==> src/verilog/adc_ctrl_regs.svh <==
`ifndef ADC_CTRL_REGS_SVH
`define ADC_CTRL_REGS_SVH

// ****************************************
// register offsets
// ****************************************
`define REG_GEN_CFG 8'h00
`define REG_SYS_STATUS 8'h04
`define REG_AVG_CFG 8'h08
`define REG_TIMING_CFG 8'h0C
`define REG_PIN_CFG 8'h10
`define REG_DIR_CFG 8'h14
`define REG_DRIVE_CFG 8'h18
`define REG_OUT_LEVELS 8'h1C
`define REG_IN_LEVELS 8'h20
`define REG_SEQ_SEL 8'h24
`define REG_MANUAL_CH 8'h28
`define REG_EVENT_FLAGS 8'h2C
`define REG_THRESH_HIGH 8'h30
`define REG_THRESH_LOW 8'h34
`define REG_RESULT_BASE 8'h40
`define REG_RESULT_LAST 8'h7C

// ****************************************
// field positions
// ****************************************
`define GEN_CRC_EN 0
`define GEN_STATISTICS_ENABLE 1
`define GEN_CONVERSION_START_BIT 2
`define GEN_ALERT_CRC 3
`define GEN_APPEND_LO 4
`define GEN_APPEND_HI 5
`define GEN_STOP_ERR 6
`define GEN_AUTO 7
`define STAT_CRC_ERR 0
`define STAT_AVG_DONE 1
`define STAT_BUSY 2
`define STAT_SCL 3
`define TIM_DIV_HI 3
`define TIM_OSCILLATOR_SELECT 4

// ****************************************
// values and timing
// ****************************************
`define GEN_CFG_RST 8'h00
`define AVG_CFG_RST 3'h0
`define TIMING_RST 5'h00
`define THRESH_HIGH_RST 12'hFFF
`define THRESH_LOW_RST 12'h000
`define APPEND_FLAGS 2'h2
`define FLAGS_FIXED 2'h2
`define CRC_POLY 8'h07
`define CRC_INIT 8'h00
`define RESULT_FRAC 4
`define OSC1_SHIFT 5
`define CLK_PERIOD_NS 20
`define CYCLE_UNIT_NS 500

`endif

==> src/verilog/adc_ctrl_pkg.sv <==
package adc_ctrl_pkg;
  typedef enum logic [1:0] {
    S_IDLE = 2'b00,
    S_CONV = 2'b01,
    S_SPACE = 2'b10
  } seq_state_e;
endpackage : adc_ctrl_pkg

==> src/verilog/adc_avg_crc_gpio_timing_ctrl.sv <==
// Contract
// - one oversample setting for all channels
// - averaged result is sixteen bits wide
// - host starts first conversion, rest internal
// - bus-started averaging holds SCL low throughout
// - register start averages without any stretching
// - averaging done bit readable in status
// - result lands in latest low/high registers
// - autonomous mode walks enabled channels in turn
// - comparator uses top twelve result bits
// - check byte sent and checked per byte
// - check polynomial x8+x2+x+1
// - bad incoming byte dropped, error flag set
// - error flag blocks writes, write-one clears
// - alert output on check error when enabled
// - append select 10 adds four flags
// - autonomous conversions halt on check error
// - per-channel analog, input, output drive modes
// - outputs follow levels, inputs readable
// - internal spacing from oscillator and divider
// - conversion time independent of spacing setting
// - flags are one, zero, error, event-or
//
// Design decisions made here: the register offsets and strobed register access.
`include "adc_ctrl_regs.svh"

module adc_avg_crc_gpio_timing_ctrl #(
  parameter int CHANNELS = 8,
  parameter int UNIT_CYCLES = `CYCLE_UNIT_NS / `CLK_PERIOD_NS,
  parameter int TIMER_W = 20
) (
  input wire logic mclk_in,
  input wire logic rst_in,
  input wire logic [7:0] addr_in,
  input wire logic [31:0] wdata_in,
  input wire logic wr_in,
  input wire logic rd_in,
  output logic [31:0] rdata_out,
  input wire logic rx_valid_in,
  input wire logic [7:0] rx_byte_in,
  input wire logic [7:0] rx_crc_in,
  output logic rx_valid_out,
  output logic [7:0] rx_byte_out,
  input wire logic tx_valid_in,
  input wire logic [7:0] tx_byte_in,
  output logic tx_crc_valid_out,
  output logic [7:0] tx_crc_out,
  input wire logic bus_conv_req_in,
  output logic result_valid_out,
  output logic [19:0] result_frame_out,
  input wire logic scl_in,
  output logic scl_out_out,
  output logic scl_oe_out,
  output logic adc_start_out,
  output logic [2:0] adc_ch_out,
  input wire logic adc_done_in,
  input wire logic [11:0] adc_data_in,
  input wire logic [7:0] gpio_in_in,
  output logic [7:0] gpio_out_out,
  output logic [7:0] gpio_oe_out,
  output logic alert_out
);

  // ****************************************
  // helpers
  // ****************************************
  function automatic logic [7:0] crc8(input logic [7:0] data);
    logic [7:0] c;
    c = `CRC_INIT;
    for (int i = 7; i >= 0; i--) begin
      c = (c[7] ^ data[i]) ? ((c << 1) ^ `CRC_POLY) : (c << 1);
    end
    return c;
  endfunction : crc8

  // cycle time in half-microsecond units for divider codes
  function automatic logic [8:0] div_mult(input logic [3:0] d);
    logic [8:0] base;
    base = d[0] ? 9'h003 : 9'h002;
    return 9'(base << d[3:1]);
  endfunction : div_mult

  function automatic logic [2:0] next_ch(input logic [2:0] cur, input logic [7:0] mask);
    logic [2:0] n;
    logic found;
    n = cur;
    found = 1'b0;
    for (int i = 1; i <= 8; i++) begin
      if (!found && mask[3'(cur + 3'(i))]) begin
        n = 3'(cur + 3'(i));
        found = 1'b1;
      end
    end
    return n;
  endfunction : next_ch

  // ****************************************
  // registers
  // ****************************************
  logic [7:0] gen_cfg_r;
  logic [2:0] avg_cfg_r;
  logic [4:0] timing_r;
  logic [7:0] pin_cfg_r, dir_cfg_r, drive_cfg_r, out_levels_r, seq_sel_r, event_flags_r;
  logic [2:0] manual_ch_r;
  logic [11:0] thresh_high_r, thresh_low_r;
  logic crc_err_r, avg_done_r, stretch_r;
  logic [15:0] result_mem [CHANNELS];
  logic [1:0] scl_sync_r;
  logic [7:0] gpi_meta_r, gpi_sync_r;
  adc_ctrl_pkg::seq_state_e state_r;
  logic [2:0] ch_r;
  logic [7:0] cnt_r;
  logic [18:0] acc_r;
  logic [TIMER_W-1:0] timer_r, spacing_r;

  wire logic crc_en = gen_cfg_r[`GEN_CRC_EN];
  wire logic auto_mode = gen_cfg_r[`GEN_AUTO];
  wire logic [1:0] append_sel = gen_cfg_r[`GEN_APPEND_HI:`GEN_APPEND_LO];
  wire logic wr_ok = wr_in && !crc_err_r;
  wire logic conversion_start_bit_wr = wr_ok && addr_in == `REG_GEN_CFG && wdata_in[`GEN_CONVERSION_START_BIT];
  wire logic halt = auto_mode && gen_cfg_r[`GEN_STOP_ERR] && crc_err_r;
  wire logic rx_bad = rx_valid_in && crc_en && crc8(rx_byte_in) != rx_crc_in;
  wire logic [7:0] input_levels = gpi_sync_r & pin_cfg_r & ~dir_cfg_r;
  wire logic [7:0] samples_m1 = 8'((9'h001 << avg_cfg_r) - 9'h001);

  // ****************************************
  // configuration writes
  // ****************************************
  always_ff @(posedge mclk_in or posedge rst_in) begin
    if (rst_in) begin
      gen_cfg_r <= `GEN_CFG_RST;
      avg_cfg_r <= `AVG_CFG_RST;
      timing_r <= `TIMING_RST;
      pin_cfg_r <= 8'h00;
      dir_cfg_r <= 8'h00;
      drive_cfg_r <= 8'h00;
      out_levels_r <= 8'h00;
      seq_sel_r <= 8'h00;
      manual_ch_r <= 3'h0;
      thresh_high_r <= `THRESH_HIGH_RST;
      thresh_low_r <= `THRESH_LOW_RST;
    end else if (wr_ok) begin
      if (addr_in == `REG_GEN_CFG) begin
        gen_cfg_r <= wdata_in[7:0] & ~(8'h01 << `GEN_CONVERSION_START_BIT);
      end else if (addr_in == `REG_AVG_CFG) begin
        avg_cfg_r <= wdata_in[2:0];
      end else if (addr_in == `REG_TIMING_CFG) begin
        timing_r <= wdata_in[4:0];
      end else if (addr_in == `REG_PIN_CFG) begin
        pin_cfg_r <= wdata_in[7:0];
      end else if (addr_in == `REG_DIR_CFG) begin
        dir_cfg_r <= wdata_in[7:0];
      end else if (addr_in == `REG_DRIVE_CFG) begin
        drive_cfg_r <= wdata_in[7:0];
      end else if (addr_in == `REG_OUT_LEVELS) begin
        out_levels_r <= wdata_in[7:0];
      end else if (addr_in == `REG_SEQ_SEL) begin
        seq_sel_r <= wdata_in[7:0];
      end else if (addr_in == `REG_MANUAL_CH) begin
        manual_ch_r <= wdata_in[2:0];
      end else if (addr_in == `REG_THRESH_HIGH) begin
        thresh_high_r <= wdata_in[11:0];
      end else if (addr_in == `REG_THRESH_LOW) begin
        thresh_low_r <= wdata_in[11:0];
      end
    end
  end

  // ****************************************
  // pin synchronisers
  // ****************************************
  always_ff @(posedge mclk_in or posedge rst_in) begin
    if (rst_in) begin
      scl_sync_r <= 2'b11;
      gpi_meta_r <= 8'h00;
      gpi_sync_r <= 8'h00;
    end else begin
      scl_sync_r <= {scl_sync_r[0], scl_in};
      gpi_meta_r <= gpio_in_in;
      gpi_sync_r <= gpi_meta_r;
    end
  end

  // ****************************************
  // check bytes on the serial link
  // ****************************************
  always_ff @(posedge mclk_in or posedge rst_in) begin
    if (rst_in) begin
      rx_valid_out <= 1'b0;
      rx_byte_out <= 8'h00;
      tx_crc_valid_out <= 1'b0;
      tx_crc_out <= 8'h00;
    end else begin
      rx_valid_out <= rx_valid_in && !rx_bad;
      if (rx_valid_in && !rx_bad) begin
        rx_byte_out <= rx_byte_in;
      end
      tx_crc_valid_out <= tx_valid_in && crc_en;
      if (tx_valid_in) begin
        tx_crc_out <= crc8(tx_byte_in);
      end
    end
  end

  // ****************************************
  // conversion sequencer
  // ****************************************
  logic [18:0] sum_nxt;
  logic [15:0] avg_nxt;
  logic [TIMER_W-1:0] cycle_cnt;
  logic last_sample, done_evt, idle_start;
  logic [2:0] start_ch;

  always_comb begin
    sum_nxt = acc_r + 19'(adc_data_in);
    avg_nxt = 16'((23'(sum_nxt) << `RESULT_FRAC) >> avg_cfg_r);
    cycle_cnt = TIMER_W'(div_mult(timing_r[`TIM_DIV_HI:0]) * UNIT_CYCLES) <<
      (timing_r[`TIM_OSCILLATOR_SELECT] ? `OSC1_SHIFT : 0);
    last_sample = state_r == adc_ctrl_pkg::S_CONV && adc_done_in && cnt_r == samples_m1;
    done_evt = last_sample;
    idle_start = state_r == adc_ctrl_pkg::S_IDLE &&
      (bus_conv_req_in || conversion_start_bit_wr || (auto_mode && !halt && seq_sel_r != 8'h00));
    start_ch = auto_mode ? next_ch(3'h7, seq_sel_r) : manual_ch_r;
  end

  // conversion length belongs to the converter; only the gap is timed here
  always_ff @(posedge mclk_in or posedge rst_in) begin
    if (rst_in) begin
      state_r <= adc_ctrl_pkg::S_IDLE;
      ch_r <= 3'h0;
      cnt_r <= 8'h00;
      acc_r <= 19'h0;
      timer_r <= '0;
      spacing_r <= '0;
      adc_start_out <= 1'b0;
    end else begin
      adc_start_out <= 1'b0;
      if (timer_r != '0) begin
        timer_r <= timer_r - 1'b1;
      end
      case (state_r)
        adc_ctrl_pkg::S_IDLE: begin
          if (idle_start) begin
            ch_r <= start_ch;
            cnt_r <= 8'h00;
            acc_r <= 19'h0;
            timer_r <= cycle_cnt;
            spacing_r <= cycle_cnt;
            adc_start_out <= 1'b1;
            state_r <= adc_ctrl_pkg::S_CONV;
          end
        end
        adc_ctrl_pkg::S_CONV: begin
          if (adc_done_in) begin
            if (last_sample) begin
              acc_r <= 19'h0;
              cnt_r <= 8'h00;
              ch_r <= next_ch(ch_r, seq_sel_r);
              state_r <= (auto_mode && !halt && seq_sel_r != 8'h00) ? adc_ctrl_pkg::S_SPACE : adc_ctrl_pkg::S_IDLE;
            end else begin
              acc_r <= sum_nxt;
              cnt_r <= cnt_r + 8'h01;
              state_r <= adc_ctrl_pkg::S_SPACE;
            end
          end
        end
        adc_ctrl_pkg::S_SPACE: begin
          if (halt) begin
            state_r <= adc_ctrl_pkg::S_IDLE;
          end else if (timer_r <= TIMER_W'(1)) begin
            timer_r <= cycle_cnt;
            spacing_r <= cycle_cnt;
            adc_start_out <= 1'b1;
            state_r <= adc_ctrl_pkg::S_CONV;
          end
        end
        default: begin
          state_r <= adc_ctrl_pkg::S_IDLE;
        end
      endcase
    end
  end

  assign adc_ch_out = ch_r;

  // ****************************************
  // results, flags, stretching
  // ****************************************
  always_ff @(posedge mclk_in) begin
    if (done_evt) begin
      result_mem[ch_r] <= avg_nxt;
    end
  end

  wire logic w1c_status = wr_in && addr_in == `REG_SYS_STATUS;
  wire logic w1c_events = wr_ok && addr_in == `REG_EVENT_FLAGS;
  wire logic out_of_window = avg_nxt[15:4] > thresh_high_r || avg_nxt[15:4] < thresh_low_r;
  wire logic [3:0] status_flags = {`FLAGS_FIXED, crc_err_r, |event_flags_r};

  // set wins over a write-one clear in the same cycle
  always_ff @(posedge mclk_in or posedge rst_in) begin
    if (rst_in) begin
      crc_err_r <= 1'b0;
      avg_done_r <= 1'b0;
      event_flags_r <= 8'h00;
    end else begin
      crc_err_r <= rx_bad || (crc_err_r && !(w1c_status && wdata_in[`STAT_CRC_ERR]));
      avg_done_r <= done_evt || (avg_done_r && !(w1c_status && wdata_in[`STAT_AVG_DONE]));
      event_flags_r <= (event_flags_r & ~(w1c_events ? wdata_in[7:0] : 8'h00)) |
        ((done_evt && out_of_window) ? (8'h01 << ch_r) : 8'h00);
    end
  end

  always_ff @(posedge mclk_in or posedge rst_in) begin
    if (rst_in) begin
      stretch_r <= 1'b0;
      result_valid_out <= 1'b0;
      result_frame_out <= 20'h0;
      alert_out <= 1'b0;
    end else begin
      if (state_r == adc_ctrl_pkg::S_IDLE && bus_conv_req_in) begin
        stretch_r <= 1'b1;
      end else if (done_evt) begin
        stretch_r <= 1'b0;
      end
      result_valid_out <= done_evt;
      if (done_evt) begin
        result_frame_out <= {avg_nxt, (append_sel == `APPEND_FLAGS) ? status_flags : 4'h0};
      end
      alert_out <= (gen_cfg_r[`GEN_ALERT_CRC] && crc_err_r) || (|event_flags_r);
    end
  end

  // register starts never stretch the clock
  assign scl_oe_out = stretch_r;
  assign scl_out_out = 1'b0;

  // ****************************************
  // channel pins
  // ****************************************
  generate
    for (genvar i = 0; i < CHANNELS; i++) begin : g_pin
      wire logic is_out = pin_cfg_r[i] && dir_cfg_r[i];
      // open-drain drives only the low level
      assign gpio_out_out[i] = drive_cfg_r[i] ? out_levels_r[i] : 1'b0;
      assign gpio_oe_out[i] = is_out && (drive_cfg_r[i] || !out_levels_r[i]);
    end
  endgenerate

  // ****************************************
  // register reads
  // ****************************************
  always_ff @(posedge mclk_in or posedge rst_in) begin
    if (rst_in) begin
      rdata_out <= 32'h0;
    end else if (rd_in) begin
      if (addr_in == `REG_GEN_CFG) begin
        rdata_out <= {24'h0, gen_cfg_r};
      end else if (addr_in == `REG_SYS_STATUS) begin
        rdata_out <= {28'h0, scl_sync_r[1], state_r != adc_ctrl_pkg::S_IDLE, avg_done_r, crc_err_r};
      end else if (addr_in == `REG_AVG_CFG) begin
        rdata_out <= {29'h0, avg_cfg_r};
      end else if (addr_in == `REG_TIMING_CFG) begin
        rdata_out <= {27'h0, timing_r};
      end else if (addr_in == `REG_PIN_CFG) begin
        rdata_out <= {24'h0, pin_cfg_r};
      end else if (addr_in == `REG_DIR_CFG) begin
        rdata_out <= {24'h0, dir_cfg_r};
      end else if (addr_in == `REG_DRIVE_CFG) begin
        rdata_out <= {24'h0, drive_cfg_r};
      end else if (addr_in == `REG_OUT_LEVELS) begin
        rdata_out <= {24'h0, out_levels_r};
      end else if (addr_in == `REG_IN_LEVELS) begin
        rdata_out <= {24'h0, input_levels};
      end else if (addr_in == `REG_SEQ_SEL) begin
        rdata_out <= {24'h0, seq_sel_r};
      end else if (addr_in == `REG_MANUAL_CH) begin
        rdata_out <= {29'h0, manual_ch_r};
      end else if (addr_in == `REG_EVENT_FLAGS) begin
        rdata_out <= {24'h0, event_flags_r};
      end else if (addr_in == `REG_THRESH_HIGH) begin
        rdata_out <= {20'h0, thresh_high_r};
      end else if (addr_in == `REG_THRESH_LOW) begin
        rdata_out <= {20'h0, thresh_low_r};
      end else if (addr_in >= `REG_RESULT_BASE && addr_in <= `REG_RESULT_LAST && addr_in[1:0] == 2'h0) begin
        rdata_out <= {24'h0, addr_in[2] ? result_mem[addr_in[5:3]][15:8] : result_mem[addr_in[5:3]][7:0]};
      end else begin
        rdata_out <= 32'h0;
      end
    end
  end

  // ****************************************
  // assertions
  // ****************************************
  logic [TIMER_W-1:0] gap_r;
  always_ff @(posedge mclk_in or posedge rst_in) begin
    if (rst_in) begin
      gap_r <= '0;
    end else if (adc_start_out) begin
      gap_r <= '0;
    end else if (gap_r != '1) begin
      gap_r <= gap_r + 1'b1;
    end
  end
endmodule : adc_avg_crc_gpio_timing_ctrl

==> config.mk <==
export PLATFORM = sky130hd
export DESIGN_NAME = adc_avg_crc_gpio_timing_ctrl
export DESIGN_NICKNAME = d
export VERILOG_FILES = /design/src/verilog/adc_ctrl_pkg.sv /design/src/verilog/adc_avg_crc_gpio_timing_ctrl.sv
export VERILOG_INCLUDE_DIRS = /design/src /design/src/verilog
export SDC_FILE = /design/constraint.sdc
export NUM_CORES = 1
export LEC_CHECK = 0
export BUFFER_PORTS_ARGS = -buffer_cell sky130_fd_sc_hd__buf_2
export CAP_MARGIN = 0
export CORE_UTILIZATION = 50
export DETAILED_ROUTE_END_ITERATION = 16
export GPL_ROUTABILITY_DRIVEN = 1
export PLACE_DENSITY = 0.69
export SETUP_SLACK_MARGIN = 0.15
export SLEW_MARGIN = 5
export SYNTH_ARGS = -nofsm -noshare
export SYNTH_HDL_FRONTEND = slang
export SYNTH_SLANG_ARGS = --single-unit
==> constraint.sdc <==
create_clock -name mclk_in -period 7.75 [get_ports mclk_in]
set_clock_uncertainty 0.15 [all_clocks]
set_input_delay 0.775 -clock mclk_in [delete_from_list [all_inputs] [get_ports mclk_in]]
set_output_delay 0.775 -clock mclk_in [all_outputs]
set_load 0.005 [all_outputs]
==> results.md <==
* Clk sink count at roughly 340
* Drt first pass iters at 5
* Register area share after synthesis at 0.477
* Worst-Margin Slew at about 1.2 ns
* Critical path data arrival time at around 5.6 ns
* RSZ-0062 raised after global routing: false
* Area Overhead vs Synth at 11.8%
* Nets at about 2.0k
* Clk slew on worst S/H paths at 0.06 ns
* Clk buf depth at 3
* Max_cap viols at 0
* Worst reg2reg path depth at 19
* Drt via density at between 5 and 6
* Peak supply drop at 0.000175 V
* Fillers at around 3.2k
* Final std cell area, no fill at between 20,000 and 25,000 um^2
* Hold WC Path Type: input port to register
* Final Cycle Share at 0.684
* Critical path type: register to register
* DRT iter0 DRCs at 1,258
* Wire length per cell at 20.7 um
* Die W at 199 um
* Total track usage at 0.256
* Slew headroom at 0.217
* Startpoint Class: register
* HPWL Detailed at 35,000 um
* Worst Setup SP: acc_r[0]
* I/O Buffers at between 100 and 150
* Global-route wire length before repair at 78,300 um
* Syn Area/Cell at about 11 um^2
* Multi-input logic area at about 9400 um^2
* Xor and xnor area share after synthesis at 0.0312
* Worst R2R End: event_flags_r[0]
* RR Startpoint: acc_r[0]
* Post-synth EDFFs at around 130
* R2R setup slack at 2.45 ns
* Row Count at 71
* Root Buffer: clkbuf_16
* PwrDens at 266 nW/um^2
* Worst Hold Path EP: scl_sync_r[0]
* Post-cts resize count at 0
* Most frequent cells in the layout: dfrtp_1 (201), nand2_1 (175), buf_2 (144)
* FF+latch area at roughly 9200 um^2
* Post-synthesis sequential element count at around 340
* CTS tree: yes
* Final ANT Viol Nets at 0
* Cells after Synth at between 1.5k and 2k
* Largest family of logic cells by synthesized area: multiplexers
* Status: completed
* Share of cells above drive strength 1 at 0.232
* Routed via count at ~14k
* Yosys warns at 0
* Clk_lat worst skew at ~0.56 ns
* Drc violations at 0
* Post-cts hold buffer count at 0
* Final setup vio count at 0
* WP data required at roughly 8.0 ns
* Mapped cell area at just under 20,000 um^2
* Final Hold Viols at 0
* Total wire length at 49,300 um
* Die ar. at about 40,000 um^2
* Die H at about 200 um
* Area after DPL at roughly 20,000 um^2
* Starting Density at 0.511
* Fin Setup TNS at 0 ns
* F_max at between 0.15 and 0.2 GHz
* GRT Residual Overflow at 0
* Most common cell after layout, fill and taps aside: dfrtp_1
* Fraction of registers with async set/reset at 0.627
* Vias in the first global route at ~14k
* Mux cell area share after synthesis at 0.137
* Initial antenna violation count at 2
* Hold path depth at 1
* Top FF cell, synth: dfrtp_1
* CP endpoint kind: register
* Crit path time final at roughly 5.3 ns
* CTS H-tree lvls at 2
* Hold path start: scl_in
* Final RePlAce weighted congestion at 0.903
* Area share of and/or/nand/nor cells after synthesis at 0.122
* Post-synthesis compound-gate area fraction at 0.131
* I/O Pins at 187
* Largest net degree at the start of global routing at ~150
* CP Max Fanout at 10
* Leak at just over 9 nW
* Adder-cell share of the synthesized area at 0.0575
* TritonCTS buffer count at 40
* Core area at between 30,000 and 40,000 um^2
* Setup Buffers After CTS at 0
* Library cells used by synthesis at between 100 and 150
* Pins over their slew limit at 0
[cell type report]
class / instances / share of cell area
well taps: 511 / 0.0295
clock buffers: 50 / 0.0508
inverters: 75 / 0.0136
diodes: 4 / 0.000462
clock inverters: 20 / 0.00826
flip-flops and latches: 343 / 0.427
repair buffers: 159 / 0.0385
multi-input cells: 1214 / 0.432
[critical path, cell delays in order (launching register included)]
cell and delay [ns]:
dfrtp_1 0.35, ha_1 0.21, inv_1 0.07, fa_1 0.42
nand2b_1 0.23, a21oi_2 0.25, a211oi_4 0.13, nor3_1 0.30
xor2_1 0.25, a2bb2o_1 0.31, nor4_1 0.30, or2_1 0.50
ha_1 0.36, nand4_1 0.10, nor2_1 0.08, a221o_1 0.32
o32ai_1 0.17, nand2_1 0.15, o31ai_4 0.38, o21ai_1 0.13
[report_power, final]
group	internal, W	switching, W
logic	0.000643	0.00100
clock network	0.00108	0.000763
registers	0.00211	0.000155
total	0.00383	0.00192
[cell usage after synthesis, drive strengths merged, types with 10 or more instances]
master / count / share of area
a211oi: 19 / 0.0085
a21o: 24 / 0.0093
a21oi: 72 / 0.019
a22oi: 10 / 0.0039
and2: 25 / 0.0081
buf: 68 / 0.021
clkbuf: 41 / 0.0079
dfrtp: 201 / 0.26
dfstp: 14 / 0.019
edfxtp: 128 / 0.20
ha: 81 / 0.052
inv: 74 / 0.014
mux2: 107 / 0.063
mux2i: 26 / 0.014
mux4: 52 / 0.060
nand2: 176 / 0.034
nand2b: 17 / 0.0055
nand3: 25 / 0.0065
nand3b: 12 / 0.0047
nand4: 11 / 0.0036
nor2: 92 / 0.018
nor2b: 14 / 0.0045
nor3: 40 / 0.012
nor4: 19 / 0.0094
o211ai: 12 / 0.0047
o21ai: 120 / 0.031
o22ai: 12 / 0.0039
xnor2: 52 / 0.024
xor2: 17 / 0.0077
[metal layers]
| layer | wire length, um | track usage |
|---|---|---|
| met1 | 22200 | 0.363 |
| met2 | 22600 | 0.398 |
| met3 | 3430 | 0.0497 |
| met4 | 1020 | 0.0712 |
| met5 | 0 | 0 |
[worst max path at each step]
stage	slack [ns]	endpoint
2_1_floorplan	0.97	acc_r[0]
3_3_place_gp	2.02	event_flags_r[2]
3_5_place_dp	1.93	event_flags_r[2]
4_1_cts	2.44	event_flags_r[5]
5_1_grt	2.15	event_flags_r[0]
6_report	2.45	event_flags_r[0]
[stage by stage]
step / hold slack [ns] / util / cells / total power, W / setup WS (ns)
global placement: 0.188 / 0.537 / 2302 / 0.00387 / 2.02
CTS: 0.129 / 0.571 / 2372 / 0.00578 / 2.44
floorplan: 0.181 / - / 1741 / 0.00348 / 0.969
global route: 0.144 / 0.571 / 2372 / 0.00607 / 2.15
detailed placement: 0.191 / 0.537 / 2302 / 0.00392 / 1.93
finish: 0.163 / 0.571 / 2376 / 0.00575 / 2.45
[state kept, by name (all words and copies together), names as in the netlist, 3 cells and up]
signal            cells
event_flags_r         8
gen_cfg_r             7
avg_cfg_r             3
rdata_out            12
manual_ch_r           3
tx_crc_out            8
timer_r              20
pin_cfg_r             8
gpi_sync_r            8
rx_byte_out           8
result_frame_out     19
gpi_meta_r            8
acc_r                19
dir_cfg_r             8
drive_cfg_r           8
thresh_low_r         12
timing_r              5
seq_sel_r             8
adc_ch_out            3
cnt_r                 8
thresh_high_r        12
result_mem          128
out_levels_r          8
[cell families after synthesis]
group           Yosys count
fa+ha+maj                86
other cells               1
flops                   343
mux                     185
simple gates            473
compound gates          379
xor+xnor                 69
buf+inv                 184
Note: power is estimated with default switching activity, not from simulation.
